<file path="config.mk">
export PLATFORM = sky130hd
export DESIGN_NAME = fcs_core
export DESIGN_NICKNAME = d
export VERILOG_FILES = /design/src/hdl/fcs_pkg.sv /design/src/hdl/fcs_core.sv /design/src/hdl/fcs_prot.sv /design/src/hdl/fcs_sync.sv
export SDC_FILE = /design/constraint.sdc
export NUM_CORES = 1
export LEC_CHECK = 0
export BUFFER_PORTS_ARGS = -buffer_cell sky130_fd_sc_hd__buf_2
export CAP_MARGIN = 25
export CORE_MARGIN = 2
export CORE_UTILIZATION = 45
export DETAILED_ROUTE_END_ITERATION = 6
export GPL_ROUTABILITY_DRIVEN = 0
export SLEW_MARGIN = 20
export SYNTH_ARGS = -nofsm -noshare
export SYNTH_HDL_FRONTEND = slang
export SYNTH_SLANG_ARGS = --single-unit
</file>
<file path="constraint.sdc">
create_clock -name clk -period 3.8 [get_ports clk]
set_input_delay 0.38 -clock clk [delete_from_list [all_inputs] [get_ports clk]]
set_output_delay 0.38 -clock clk [all_outputs]
set_load 0.005 [all_outputs]
</file>
<file path="src/hdl/fcs_pkg.sv">
// Constants, types and carriers of the flash command sequencer
package fcs_pkg;
	localparam int ADDR_W = 21;
	localparam int DATA_W = 16;
	localparam int UNLOCK_W = 11;
	localparam int BANK_HI = 20;
	localparam int BANK_LO = 17;
	localparam int BLK_LO = 12;
	localparam int QUAD_LO = 2;
	localparam int PROT_SEL_BIT = 6;
	localparam int CFG_LO = 11;
	localparam logic [10:0] UNLOCK_A1 = 11'h555;
	localparam logic [10:0] UNLOCK_A2 = 11'h2AA;
	localparam logic [7:0] CD_UNLOCK1 = 8'hAA;
	localparam logic [7:0] CD_UNLOCK2 = 8'h55;
	localparam logic [7:0] CD_RESET = 8'hF0;
	localparam logic [7:0] CD_IDENT = 8'h90;
	localparam logic [7:0] CD_PROGRAM = 8'hA0;
	localparam logic [7:0] CD_BYPASS = 8'h20;
	localparam logic [7:0] CD_ERASE = 8'h80;
	localparam logic [7:0] CD_CHIP = 8'h10;
	localparam logic [7:0] CD_BLOCK = 8'h30;
	localparam logic [7:0] CD_RESUME = 8'h30;
	localparam logic [7:0] CD_QUAD = 8'hA5;
	localparam logic [7:0] CD_SUSPEND = 8'hB0;
	localparam logic [7:0] CD_PROTECT = 8'h60;
	localparam logic [7:0] CD_CFI = 8'h98;
	localparam logic [7:0] CD_BURST = 8'hC0;
	localparam logic [7:0] CD_OTP_IN = 8'h70;
	localparam logic [7:0] CD_OTP_OUT = 8'h75;
	localparam logic [7:0] CD_ZERO = 8'h00;
	localparam logic [7:0] OFS_MAKER = 8'h00;
	localparam logic [7:0] OFS_PART = 8'h01;
	localparam logic [7:0] OFS_PROT = 8'h02;
	localparam logic [7:0] OFS_CFI = 8'h55;
	localparam logic [15:0] PROT_OFF = 16'h0000;
	localparam logic [15:0] PROT_ON = 16'h0001;
	localparam logic [15:0] RD_RESET = 16'h0000;
	localparam logic [1:0] QUAD_LAST_IDX = 2'h3;
	typedef enum logic [3:0] {
		SQ_IDLE = 4'b0000, SQ_U1 = 4'b0001, SQ_U2 = 4'b0010,
		SQ_PROG = 4'b0011, SQ_E1 = 4'b0100, SQ_E2 = 4'b0101,
		SQ_E3 = 4'b0110, SQ_BPROG = 4'b0111, SQ_BERASE = 4'b1000,
		SQ_BEXIT = 4'b1001, SQ_QUAD = 4'b1010, SQ_PROT1 = 4'b1011,
		SQ_PROT2 = 4'b1100, SQ_OTPX = 4'b1101
	} fcs_seq_e;
	typedef enum logic [1:0] {
		OP_NONE = 2'b00, OP_PROG = 2'b01, OP_ERASE = 2'b10
	} fcs_op_e;
	typedef enum logic [3:0] {
		CK_NONE = 4'b0000, CK_PROG = 4'b0001, CK_QUAD = 4'b0010,
		CK_QUAD_LAST = 4'b0011, CK_BERASE = 4'b0100, CK_CERASE = 4'b0101,
		CK_SUSPEND = 4'b0110, CK_RESUME = 4'b0111, CK_PROTECT = 4'b1000,
		CK_UNPROTECT = 4'b1001, CK_BURST = 4'b1010, CK_RESET = 4'b1011
	} fcs_cmd_e;
	typedef struct packed {
		logic valid;
		logic [ADDR_W-1:0] addr;
		logic [DATA_W-1:0] data;
	} fcs_wr_s;
	typedef struct packed {
		logic valid;
		logic [ADDR_W-1:0] addr;
	} fcs_rd_s;
	typedef struct packed {
		logic valid;
		fcs_cmd_e kind;
		logic [ADDR_W-1:0] addr;
		logic [DATA_W-1:0] data;
	} fcs_cmd_s;
	typedef struct packed {
		logic ident;
		logic cfi;
		logic bypass;
		logic otp;
		fcs_op_e run;
		fcs_op_e susp;
		logic [BANK_HI-BANK_LO:0] bank;
	} fcs_mode_s;
endpackage

</file>
<file path="src/hdl/fcs_core.sv">
// Flash command sequencer: host write decoder and mode control
`timescale 1ns/100ps
module fcs_core #(
	parameter logic [15:0] MAKER_CODE = 16'h005A, // Arbitrary value
	parameter logic [15:0] PART_CODE = 16'h1234, // Arbitrary value
	parameter int BLK_W = 9
) (
	input wire logic clk,
	input wire logic rst,
	input wire fcs_pkg::fcs_wr_s host_wr,
	input wire fcs_pkg::fcs_rd_s host_rd,
	input wire logic vpp_high_pin,
	input wire logic op_done,
	input wire logic operation_fail_flag,
	output fcs_pkg::fcs_cmd_s cmd,
	output fcs_pkg::fcs_mode_s mode,
	output logic [15:0] rd_data,
	output logic rd_ok,
	output logic fail_seen
);
	import fcs_pkg::*;

	typedef struct packed {
		fcs_seq_e seq;
		fcs_mode_s mode;
		logic fail;
		logic chip;
		logic [1:0] qcnt;
		logic [ADDR_W-1:QUAD_LO] qbase;
		logic [BLK_W-1:0] eblk;
		fcs_cmd_s cmd;
		logic [15:0] rd_data;
		logic rd_ok;
	} fcs_core_s;

	fcs_core_s s;
	fcs_core_s next_s;
	logic vpp_high;
	logic prot_bit;
	logic otp_locked;
	logic prot_we;
	logic prot_val;
	logic [7:0] wd;
	logic [BANK_HI-BANK_LO:0] wbank;
	logic [BLK_W-1:0] wblk;

	// Command match on low byte and low address bits only
	function automatic logic hit(input fcs_wr_s w, input logic [10:0] a,
		input logic [7:0] c);
		hit = (w.addr[UNLOCK_W-1:0] == a) && (w.data[7:0] == c);
	endfunction

	fcs_sync #(
		.W(1)
	) u_vpp_sync (
		.clk(clk),
		.rst(rst),
		.pin(vpp_high_pin),
		.level(vpp_high)
	);

	fcs_prot #(
		.BLK_W(BLK_W)
	) u_prot (
		.clk(clk),
		.rst(rst),
		.wr_en(prot_we),
		.wr_otp(s.mode.otp),
		.wr_blk(wblk),
		.wr_val(prot_val),
		.rd_blk(host_rd.addr[BLK_LO+BLK_W-1:BLK_LO]),
		.rd_prot(prot_bit),
		.otp_locked(otp_locked)
	);

	assign wd = host_wr.data[7:0];
	assign wbank = host_wr.addr[BANK_HI:BANK_LO];
	assign wblk = host_wr.addr[BLK_LO+BLK_W-1:BLK_LO];
	assign prot_we = host_wr.valid && (s.seq == SQ_PROT2) &&
		(wd == CD_PROTECT) && host_wr.addr[1] && !host_wr.addr[0];
	assign prot_val = !host_wr.addr[PROT_SEL_BIT];

	always_comb begin
		next_s = s;
		next_s.cmd.valid = 1'b0;
		next_s.cmd.kind = CK_NONE;
		next_s.rd_ok = 1'b0;
		if (op_done) begin
			next_s.mode.run = OP_NONE;
			next_s.chip = 1'b0;
		end
		if (host_wr.valid) begin
			next_s.seq = SQ_IDLE;
			next_s.cmd.addr = host_wr.addr;
			next_s.cmd.data = host_wr.data;
			case (s.seq)
				SQ_IDLE: begin
					if (wd == CD_RESET) begin
						next_s.cmd.valid = 1'b1;
						next_s.cmd.kind = CK_RESET;
						next_s.mode.ident = 1'b0;
						next_s.mode.cfi = 1'b0;
						if (s.fail) begin
							next_s.fail = 1'b0;
							next_s.mode.run = OP_NONE;
							next_s.mode.susp =
								(s.mode.susp == OP_ERASE) ? OP_ERASE : OP_NONE;
						end
					end else if (s.mode.run != OP_NONE) begin
						// Only reset and suspend are heard while an operation runs
						if (wd == CD_SUSPEND && s.mode.susp == OP_NONE &&
							!(s.mode.run == OP_ERASE && s.chip)) begin
							next_s.cmd.valid = 1'b1;
							next_s.cmd.kind = CK_SUSPEND;
							next_s.mode.susp = s.mode.run;
							next_s.mode.run = OP_NONE;
							next_s.mode.bank = wbank;
						end
					end else if (s.mode.bypass) begin
						case (wd)
							CD_PROGRAM: next_s.seq = SQ_BPROG;
							CD_ERASE: next_s.seq = SQ_BERASE;
							CD_IDENT: next_s.seq = SQ_BEXIT;
							default: next_s.mode.bypass = 1'b0;
						endcase
					end else if (hit(host_wr, UNLOCK_A1, CD_UNLOCK1)) begin
						next_s.seq = SQ_U1;
					end else if (wd == CD_RESUME && s.mode.susp != OP_NONE) begin
						next_s.cmd.valid = 1'b1;
						next_s.cmd.kind = CK_RESUME;
						next_s.mode.run = s.mode.susp;
						next_s.mode.susp = OP_NONE;
						next_s.mode.ident = 1'b0;
					end else if (wd == CD_QUAD && vpp_high) begin
						next_s.seq = SQ_QUAD;
						next_s.qcnt = 2'h0;
					end else if (wd == CD_PROTECT) begin
						next_s.seq = SQ_PROT1;
					end else if (wd == CD_CFI &&
						host_wr.addr[7:0] == OFS_CFI &&
						s.mode.susp == OP_NONE) begin
						next_s.mode.cfi = 1'b1;
						next_s.mode.bank = wbank;
					end else begin
						next_s.mode.ident = 1'b0;
						next_s.mode.cfi = 1'b0;
					end
				end
				SQ_U1: begin
					if (hit(host_wr, UNLOCK_A2, CD_UNLOCK2)) begin
						next_s.seq = SQ_U2;
					end else begin
						next_s.mode.ident = 1'b0;
					end
				end
				SQ_U2: begin
					if (host_wr.addr[UNLOCK_W-1:0] != UNLOCK_A1) begin
						next_s.mode.ident = 1'b0;
					end else begin
						case (wd)
							CD_IDENT: begin
								next_s.mode.ident = 1'b1;
								next_s.mode.cfi = 1'b0;
								next_s.mode.bank = wbank;
							end
							CD_PROGRAM: next_s.seq = SQ_PROG;
							CD_BYPASS: begin
								next_s.mode.bypass = 1'b1;
							end
							CD_ERASE: begin
								if (s.mode.susp == OP_NONE) begin
									next_s.seq = SQ_E1;
								end
							end
							CD_BURST: begin
								next_s.cmd.valid = 1'b1;
								next_s.cmd.kind = CK_BURST;
							end
							CD_OTP_IN: next_s.mode.otp = 1'b1;
							CD_OTP_OUT: begin
								if (s.mode.otp) begin
									next_s.seq = SQ_OTPX;
								end
							end
							default: next_s.mode.ident = 1'b0;
						endcase
					end
				end
				SQ_PROG, SQ_BPROG: begin
					if (s.mode.susp == OP_ERASE && wblk == s.eblk) begin
						next_s.mode.ident = 1'b0;
					end else begin
						next_s.cmd.valid = 1'b1;
						next_s.cmd.kind = CK_PROG;
						next_s.mode.run = OP_PROG;
					end
				end
				SQ_E1: begin
					if (hit(host_wr, UNLOCK_A1, CD_UNLOCK1)) begin
						next_s.seq = SQ_E2;
					end
				end
				SQ_E2: begin
					if (hit(host_wr, UNLOCK_A2, CD_UNLOCK2)) begin
						next_s.seq = SQ_E3;
					end
				end
				SQ_E3, SQ_BERASE: begin
					if ((s.seq == SQ_BERASE || host_wr.addr[UNLOCK_W-1:0] ==
						UNLOCK_A1) && wd == CD_CHIP &&
						s.mode.susp == OP_NONE) begin
						next_s.cmd.valid = 1'b1;
						next_s.cmd.kind = CK_CERASE;
						next_s.mode.run = OP_ERASE;
						next_s.chip = 1'b1;
					end else if (wd == CD_BLOCK && s.mode.susp == OP_NONE) begin
						next_s.cmd.valid = 1'b1;
						next_s.cmd.kind = CK_BERASE;
						next_s.mode.run = OP_ERASE;
						next_s.chip = 1'b0;
						next_s.eblk = wblk;
					end else begin
						next_s.mode.bypass = 1'b0;
					end
				end
				SQ_BEXIT: begin
					next_s.mode.bypass = 1'b0;
				end
				SQ_QUAD: begin
					if (!vpp_high || (s.qcnt != 2'h0 &&
						host_wr.addr[ADDR_W-1:QUAD_LO] != s.qbase)) begin
						next_s.seq = SQ_IDLE;
					end else begin
						next_s.cmd.valid = 1'b1;
						next_s.qbase = host_wr.addr[ADDR_W-1:QUAD_LO];
						next_s.qcnt = s.qcnt + 2'h1;
						if (s.qcnt == QUAD_LAST_IDX) begin
							next_s.cmd.kind = CK_QUAD_LAST;
							next_s.mode.run = OP_PROG;
						end else begin
							next_s.cmd.kind = CK_QUAD;
							next_s.seq = SQ_QUAD;
						end
					end
				end
				SQ_PROT1: begin
					if (wd == CD_PROTECT) begin
						next_s.seq = SQ_PROT2;
					end
				end
				SQ_PROT2: begin
					if (prot_we) begin
						next_s.cmd.valid = 1'b1;
						next_s.cmd.kind = prot_val ? CK_PROTECT : CK_UNPROTECT;
					end
				end
				SQ_OTPX: begin
					if (wd == CD_ZERO) begin
						next_s.mode.otp = 1'b0;
					end
				end
				default: next_s.seq = SQ_IDLE;
			endcase
		end
		// A failure that coincides with the reset is kept
		if (operation_fail_flag && s.mode.run != OP_NONE) begin
			next_s.fail = 1'b1;
		end
		if (host_rd.valid && s.mode.ident &&
			host_rd.addr[BANK_HI:BANK_LO] == s.mode.bank) begin
			next_s.rd_ok = 1'b1;
			case (host_rd.addr[7:0])
				OFS_MAKER: next_s.rd_data = MAKER_CODE;
				OFS_PART: next_s.rd_data = PART_CODE;
				OFS_PROT: begin
					if (s.mode.otp) begin
						next_s.rd_data = otp_locked ? PROT_ON : PROT_OFF;
					end else begin
						next_s.rd_data = prot_bit ? PROT_ON : PROT_OFF;
					end
				end
				default: begin
					next_s.rd_ok = 1'b0;
					next_s.rd_data = RD_RESET;
				end
			endcase
		end
	end

	always_ff @(posedge clk) begin
		if (rst) begin
			s <= '0;
		end else begin
			s <= next_s;
		end
	end

	assign cmd = s.cmd;
	assign mode = s.mode;
	assign rd_data = s.rd_data;
	assign rd_ok = s.rd_ok;
	assign fail_seen = s.fail;

	AST_BAD_SECOND: assert property (@(posedge clk) disable iff (rst)
		(host_wr.valid && s.seq == SQ_U1 &&
		!hit(host_wr, UNLOCK_A2, CD_UNLOCK2)) |=>
		(s.seq == SQ_IDLE && !s.mode.ident && !s.cmd.valid))
		else $error("bad second write not abandoned");
	AST_RESET_IDENT: assert property (@(posedge clk) disable iff (rst)
		(host_wr.valid && s.seq == SQ_IDLE && wd == CD_RESET && !s.fail &&
		s.mode.ident) |=> (!s.mode.ident &&
		s.mode.susp == $past(s.mode.susp) && cmd.kind == CK_RESET))
		else $error("reset left identification wrongly");
	AST_MAKER_READ: assert property (@(posedge clk) disable iff (rst)
		(host_rd.valid && s.mode.ident && host_rd.addr[7:0] == OFS_MAKER &&
		host_rd.addr[BANK_HI:BANK_LO] == s.mode.bank) |=>
		(rd_ok && rd_data == MAKER_CODE))
		else $error("maker code read wrong");
	AST_PROT_READ: assert property (@(posedge clk) disable iff (rst)
		(host_rd.valid && s.mode.ident && !s.mode.otp &&
		host_rd.addr[7:0] == OFS_PROT &&
		host_rd.addr[BANK_HI:BANK_LO] == s.mode.bank) |=>
		(rd_data == ($past(prot_bit) ? PROT_ON : PROT_OFF)))
		else $error("protection status read wrong");
	AST_PROG_START: assert property (@(posedge clk) disable iff (rst)
		(host_wr.valid && s.seq == SQ_PROG && s.mode.susp == OP_NONE) |=>
		(cmd.valid && cmd.kind == CK_PROG &&
		cmd.addr == $past(host_wr.addr) && s.mode.run == OP_PROG))
		else $error("program not started on fourth write");
	AST_QUAD_SUPPLY: assert property (@(posedge clk) disable iff (rst)
		(cmd.valid && cmd.kind == CK_QUAD_LAST) |->
		($past(vpp_high) && $past(s.qcnt) == QUAD_LAST_IDX))
		else $error("quad program without supply or count");
	AST_SUSPEND: assert property (@(posedge clk) disable iff (rst)
		(cmd.valid && cmd.kind == CK_SUSPEND) |->
		(s.mode.run == OP_NONE && s.mode.susp != OP_NONE &&
		!($past(s.chip) && s.mode.susp == OP_ERASE)))
		else $error("suspend taken in wrong state");
	AST_RESUME: assert property (@(posedge clk) disable iff (rst)
		(cmd.valid && cmd.kind == CK_RESUME) |->
		($past(s.mode.susp) != OP_NONE &&
		s.mode.run == $past(s.mode.susp)))
		else $error("resume without matching suspend");
	AST_CFI_ENTRY: assert property (@(posedge clk) disable iff (rst)
		$rose(s.mode.cfi) |-> ($past(s.mode.susp) == OP_NONE &&
		$past(s.mode.run) == OP_NONE && $past(wd) == CD_CFI))
		else $error("query entered from wrong mode");
endmodule // fcs_core

</file>
<file path="src/hdl/fcs_prot.sv">
// Per-block protection bits and the one-time region lock
`timescale 1ns/100ps
module fcs_prot #(
	parameter int BLK_W = 9
) (
	input wire logic clk,
	input wire logic rst,
	input wire logic wr_en,
	input wire logic wr_otp,
	input wire logic [BLK_W-1:0] wr_blk,
	input wire logic wr_val,
	input wire logic [BLK_W-1:0] rd_blk,
	output logic rd_prot,
	output logic otp_locked
);
	logic prot [2**BLK_W];
	logic otp_lock;
	always_ff @(posedge clk) begin
		if (rst) begin
			for (int i = 0; i < 2**BLK_W; i++) begin
				prot[i] <= 1'b0;
			end
			otp_lock <= 1'b0;
		end else if (wr_en) begin
			// Region lock only ever sets
			if (wr_otp) begin
				otp_lock <= otp_lock | wr_val;
			end else begin
				prot[wr_blk] <= wr_val;
			end
		end
	end
	assign rd_prot = prot[rd_blk];
	assign otp_locked = otp_lock;
endmodule // fcs_prot

</file>
<file path="src/hdl/fcs_sync.sv">
// Two-stage synchroniser for asynchronous pin levels
`timescale 1ns/100ps
module fcs_sync #(
	parameter int W = 1
) (
	input wire logic clk,
	input wire logic rst,
	input wire logic [W-1:0] pin,
	output logic [W-1:0] level
);
	typedef struct packed {
		logic [W-1:0] meta;
		logic [W-1:0] stable;
	} fcs_sync_s;
	fcs_sync_s s;
	fcs_sync_s next_s;
	always_comb begin
		next_s.meta = pin;
		next_s.stable = s.meta;
	end
	always_ff @(posedge clk) begin
		if (rst) begin
			s <= '0;
		end else begin
			s <= next_s;
		end
	end
	assign level = s.stable;
endmodule // fcs_sync

</file>
## Yosys cells after proc, flatten, opt, wreduce, memory -nomap -nowiden

Memory sizes are Yosys's and may differ from the RTL's.
Cells that the tools add are included.
Widths: inputs -> output; s select.

| operators by class | value |
|---|---|
| multiply operators | 0 |
| multiplexer cells | 120 |
| shift operators | 0 |
| bitwise operators | 5 |
| add/sub/neg operators | 1 |
| equal/unequal tests | 78 |
| reductions and logical operators | 62 |
| $lt $le $gt $ge | 0 |
| div/mod/pow operators | 0 |

Operators with widths:

| kind | number |
|---|---|
| $mux 4 | 21 |
| $mux 82 | 1 |
| $eq 8x8->1 const B | 9 |
| $mux 5 | 12 |
| $pmux 16 s3 | 1 |
| $mux 2 | 21 |
| $eq 8x7->1 const B | 5 |
| $ne 3x3->1 const B | 13 |
| $mux 1 | 37 |
| $mux 8 | 4 |
| $pmux 5 s6 | 1 |
| $ne 2x2->1 const B | 14 |
| $pmux 4 s7 | 1 |
| $mux 9 | 3 |
| $eq 4x4->1 const B | 6 |
| $pmux 4 s3 | 2 |
| $logic_and 1x1->1 | 21 |
| $mux 21 | 1 |
| $mux 19 | 1 |
| $ne 19x19->1 | 1 |
| $reduce_bool 2->1 | 9 |
| $eq 4x3->1 const B | 4 |
| $eq 8x6->1 const B | 2 |
| $logic_not 8->1 | 2 |
| 47 further kinds | 74 |

| word-level totals | value |
|---|---|
| bits in read-only memories | 0 |
| input port bits | 65 |
| word-level logic and storage cells | 289 |
| bits in registers | 110 |
| latch bits | 0 |
| RAM bits | 512 |
| memories kept | 1 |

Memories:

| name | depth | bits a word | read ports | clocked after memory_dff | wr ports | RTL line | RTL |
|---|---|---|---|---|---|---|---|
| u_prot.prot | 512 | 1 | 1 | 0 | 512 | fcs_prot.sv:16 | `logic prot [2**BLK_W];` |

## Longest topological paths before layout

| depth | value |
|---|---|
| word-level depth | 14 |
| mapped depth | 11 |

## Hierarchy

From an unflattened synthesis, not the netlist that was laid out.

| second synthesis, totals | value |
|---|---|
| cell total of the unflattened synthesis | 3026 |
| area, all modules | 32887.8 um2 |

Modules (own cells, without submodules):

| module | instances | area an instance (um2) | cells each |
|---|---|---|---|
| fcs_prot | 1 | 27171.1 | 2341 |
| fcs_core | 1 | 5664.2 | 681 |
| fcs_sync | 1 | 52.6 | 4 |

## Least setup slack after synthesis

Ideal clock, no wire load.

| path | value |
|---|---|
| path kind | input -> register |
| start point | input host_rd[12] in the netlist's numbering |
| end point | register s (netlist bit rd_data[0]) |
| arrival time | 2.406 ns |
| path slack | 1.269 ns |
| cell stages on the path | 7 |
| path buffers | 2 |
| setup time | 0.125 ns |
| cells stage by stage | buf_2 > buf_2 > mux4_2 > mux4_2 > mux2i_1 > a211oi_1 > o41a_1 |

| between the ends | value |
|---|---|
| cells in the longest elaborated chain, start to end | 4 |

RTL lines:

| element | RTL line | RTL |
|---|---|---|
| start: declaration | fcs_core.sv:11 | `input wire fcs_pkg::fcs_rd_s host_rd,` |
| $mem_v2 512x1 | - |  |
| $mux 1 | fcs_core.sv:279 | `next_s.rd_data = prot_bit ? PROT_ON : PROT_OFF;` |
| $mux 1 | fcs_core.sv:276 | `if (s.mode.otp) begin` |
| $pmux 16 s3 | fcs_core.sv:272 | `case (host_rd.addr[7:0])` |
| end signal: assignment | fcs_core.sv:294 | `s <= next_s;` |
| end: declaration | fcs_core.sv:36 | `fcs_core_s s;` |

No other way between the ends.
A chain may end at the register's enable or synchronous reset.

==> results <==
- The count of yosys warnings during synthesis is 0.
- Before antenna repair, the detailed router went through 5 iterations.
- The initial utilization of the core area, before any placement, comes to 45.5%.
- The number of global-route vias before repair was 24.3k.
- STA classifies the critical path endpoint as a flip-flop.
- In this run the worst path has a maximum fanout of 22.
- The layout has 6382 filler cells.
- The latest clock arrival within the worst-skew pair is 0.62 ns.
- The routed wirelength normalized by instance count is 26.7 microns.
- In this run the count of I/O pins placed on the die edge is 137.
- Measured along the x axis, the die boundary spans 273 microns.
- Counting flops with an async set or reset pin after synthesis yields a share of 0%.
- The largest incremental delay on the critical path is 0.62 ns.
- Summed over all layers, the global routing overflow is 0.
- At the pin with the least slew margin, the transition time is 1.04 ns.
- The max-capacitance violation count is 0.
- The post-CTS setup-driven buffer insertion count is 0.
- Synthesis handed over a netlist of 2985 instances.
- TritonCTS built the clock tree.
- The H-tree generated during clock tree synthesis spans 3 levels.
- The leakage component of the power is 0.0137 uW.
- Timing analysis after detailed placement gives a worst setup slack of 0.392 ns.
- The number of library cell types mapped by synthesis is 76.
- The die covers 74600 sq um.
- The sequential cell area is 17300 sq um.
- The first-pass GRT wire length is 155 mm.
- After clock tree synthesis, the clock-pin slew on the worst setup and hold paths is 0.05 ns.
- The overall track demand over capacity in global routing is 27.9%.
- The flow ran to the end, and the final reports show no timing, DRC or antenna violations.
- The library cell used most frequently in the layout, excluding fill and tap cells, is sky130_fd_sc_hd__nor2_1.
- The share of the Yosys chip area taken by registers is 53.2%.
- The number of synthesized register bits is 610.
- For the worst setup path, the data arrival time is 3.74 ns.
- The count of nets left with antenna violations once routing finished came out at 0.
- The worst path uses 86.8% of the clock period.
- Counting I/O delays and the setup requirement, the final critical path takes 3.30 ns.
- The average instance area after synthesis is 10.9 sq um.
- Across the VDD grid, the largest voltage drop is 0.330 mV.
- The number of synthesized flops with an enable pin is 512.
- Setup repair after global routing left no endpoint under its margin.
- The final number of setup-violating endpoints is 0.
- The cell sitting at the root of the clock tree is a sky130_fd_sc_hd__clkbuf_16.
- STA classifies the critical path startpoint as a flip-flop.
- The die boundary height is 273 microns.
- The worst setup slack after layout is 0.503 ns.
- The type of the tightest min-delay check is in -> reg.
- The fraction of final layout cells with drive strength greater than 1 is 16.9%.
- The peak clock frequency supported by timing is 0.303 GHz.
- CTS saw 610 sinks.
- At the worst endpoint, the required time is 4.25 ns.
- The number of stages on the worst hold path is 3.
- The via count normalized by instance count is 6.30.
- Power comes to 15700 uW.
- The final-report max-slew violation count is 0.
- Buffers placed on the I/O ports in this run total 125.
- The number of DRC violations after detailed routing is 0.
- The total area inside the core boundary comes to 71600 sq um.
- Clock tree synthesis inserted a total of 71 buffers.
- In this run the tightest slew margin relative to its limit is 30.4%.
- The category of the critical setup timing path is reg -> reg.
- The total number of vias is 24.7k.
- Wires add up to 105 mm.
- The number of antenna violations at the first check in global routing came to 0.
- Entering global routing, the biggest net connects 117 pins.
- For this design the ratio of total power to cell area is 435 nW/um^2.
- The most used flip-flop cell after synthesis is sky130_fd_sc_hd__edfxtp_1.
- The synthesized netlist occupies a cell area of 32600 sq um.
- After floorplanning, the core was divided into 98 placement rows.
- The clock passes through at most 3 buffers.
- The area growth from synthesis to layout is 11.0%.
- The final hold violation count was 0.
- The net count reported at finish is 2981.
- The detailed placement HPWL is 62.2 mm.
- The number of design-rule violations left by the first detailed-router iteration is 3239.
- The top cell types in the final layout, fill and taps aside, are sky130_fd_sc_hd__nor2_1, sky130_fd_sc_hd__edfxtp_1, sky130_fd_sc_hd__a21o_1, sky130_fd_sc_hd__o21bai_1, sky130_fd_sc_hd__buf_2.
- Traced cell by cell, the critical path runs through nor4bb_1 -> nand2_1 -> nor4_2 -> nand3_1 -> nor3_4 -> nand2_2 -> buf_12 -> nor2_1.
- The final total negative setup slack is 0 ns.
- The highest-delay cell along the critical path is sky130_fd_sc_hd__nor4bb_1.
- The worst clock skew on the final layout is 0.0248 ns.
- The area of the multi-input gates is 13500 sq um.
- Counting cells, the worst reg-to-reg path comes to 8.
per-layer routing:
layer / up-vias / track usage [%] / part of all wire [%]
met3: 282 / 5.40 / 9.7
met5: - / 0 / 0
met4: 0 / 11.1 / 4.3
met2: 1287 / 45.0 / 47
met1: 12500 / 37.2 / 39
li1: 10600 / - / -
sequential cells by signal, summed over array words and instances, names as in the netlist:
register,flops
cmd,42
fail_seen,1
mode,12
rd_data,4
rd_ok,1
s,35
u_prot.otp_locked,1
u_prot.prot,512
u_vpp_sync.level,1
u_vpp_sync.next_s,1
synth_stat cells, types with 16 or more instances:
master                     number  area, sq um
sky130_fd_sc_hd__o22ai_1       17          106
sky130_fd_sc_hd__mux2i_1      103         1030
sky130_fd_sc_hd__dfxtp_1       98         1960
sky130_fd_sc_hd__a21oi_1       67          335
sky130_fd_sc_hd__nand2_1      107          402
sky130_fd_sc_hd__a21o_1       322         2420
sky130_fd_sc_hd__nor4_1        19          119
sky130_fd_sc_hd__nand2b_1      26          163
sky130_fd_sc_hd__mux4_2       105         2360
sky130_fd_sc_hd__nor3_1        21          105
sky130_fd_sc_hd__clkbuf_1     285         1070
sky130_fd_sc_hd__buf_2         22          110
sky130_fd_sc_hd__o21bai_1     193         1450
sky130_fd_sc_hd__nor2_1       644         2420
sky130_fd_sc_hd__o221ai_1      16          140
sky130_fd_sc_hd__buf_4         78          586
sky130_fd_sc_hd__xnor2_1       22          193
sky130_fd_sc_hd__edfxtp_1     512        15400
sky130_fd_sc_hd__o21ai_0       44          220
sky130_fd_sc_hd__nand3_1       52          260
worst max-delay path, delay by kind of cell, from the launching register on:
family | cells | cell delay [ns]
AND/OR/NAND/NOR | 7 | 2.45
flip-flops | 1 | 0.31
buffers and inverters | 1 | 0.36
layout make-up:
class                      instances  area share, %
clock inverter                    29          0.924
sequential                       610           48.0
multi-input combinational       1969           37.3
antenna                            1        0.00692
inverter                          10          0.104
timing repair buffer             252           4.83
tap                              950           3.29
clock buffer                     100           5.59
power by group:
part	internal [uW]	total (uW)	leakage, uW	switching (uW)
registers	7430	7490	0.00609	62.3
clock network	4190	7000	0.00114	2810
logic	509	1230	0.00644	721
cell families after synthesis:
group | after synthesis | synth area share, %
simple gates | 984 | 13.3
mux | 208 | 10.4
fa+ha+maj | 2 | 0.0768
buf+inv | 412 | 5.89
other cells | 1 | 0.0115
flops | 610 | 53.2
compound gates | 735 | 16.2
xor+xnor | 33 | 0.887
timing repair:
action / 4_1_cts / 5_1_grt
hold buffers: 10 / 0
gates resized for setup: 0 / 0
endpoints found under the hold margin: 9 / 0
final timing paths:
path | end | slack, ns | start
max | u_prot.prot[3] | 0.50 | s[103]
min | cmd[14] | 0.03 | host_wr[14]
max reg2reg | u_prot.prot[3] | 0.50 | s[103]
min reg2reg | u_vpp_sync.level | 0.45 | u_vpp_sync.next_s[0]
through the flow:
step	hold WS [ns]	util [%]	instance area (sq um)	instances
2_1_floorplan	0.414	-	32600	2991
6_report	0.0309	50.5	36100	3921
3_3_place_gp	0.426	47.0	33700	3781
3_5_place_dp	0.443	47.0	33700	3781
4_1_cts	0.0108	50.5	36100	3920
5_1_grt	0.0426	50.5	36100	3920
Note: power is estimated with default switching activity, not from simulation.
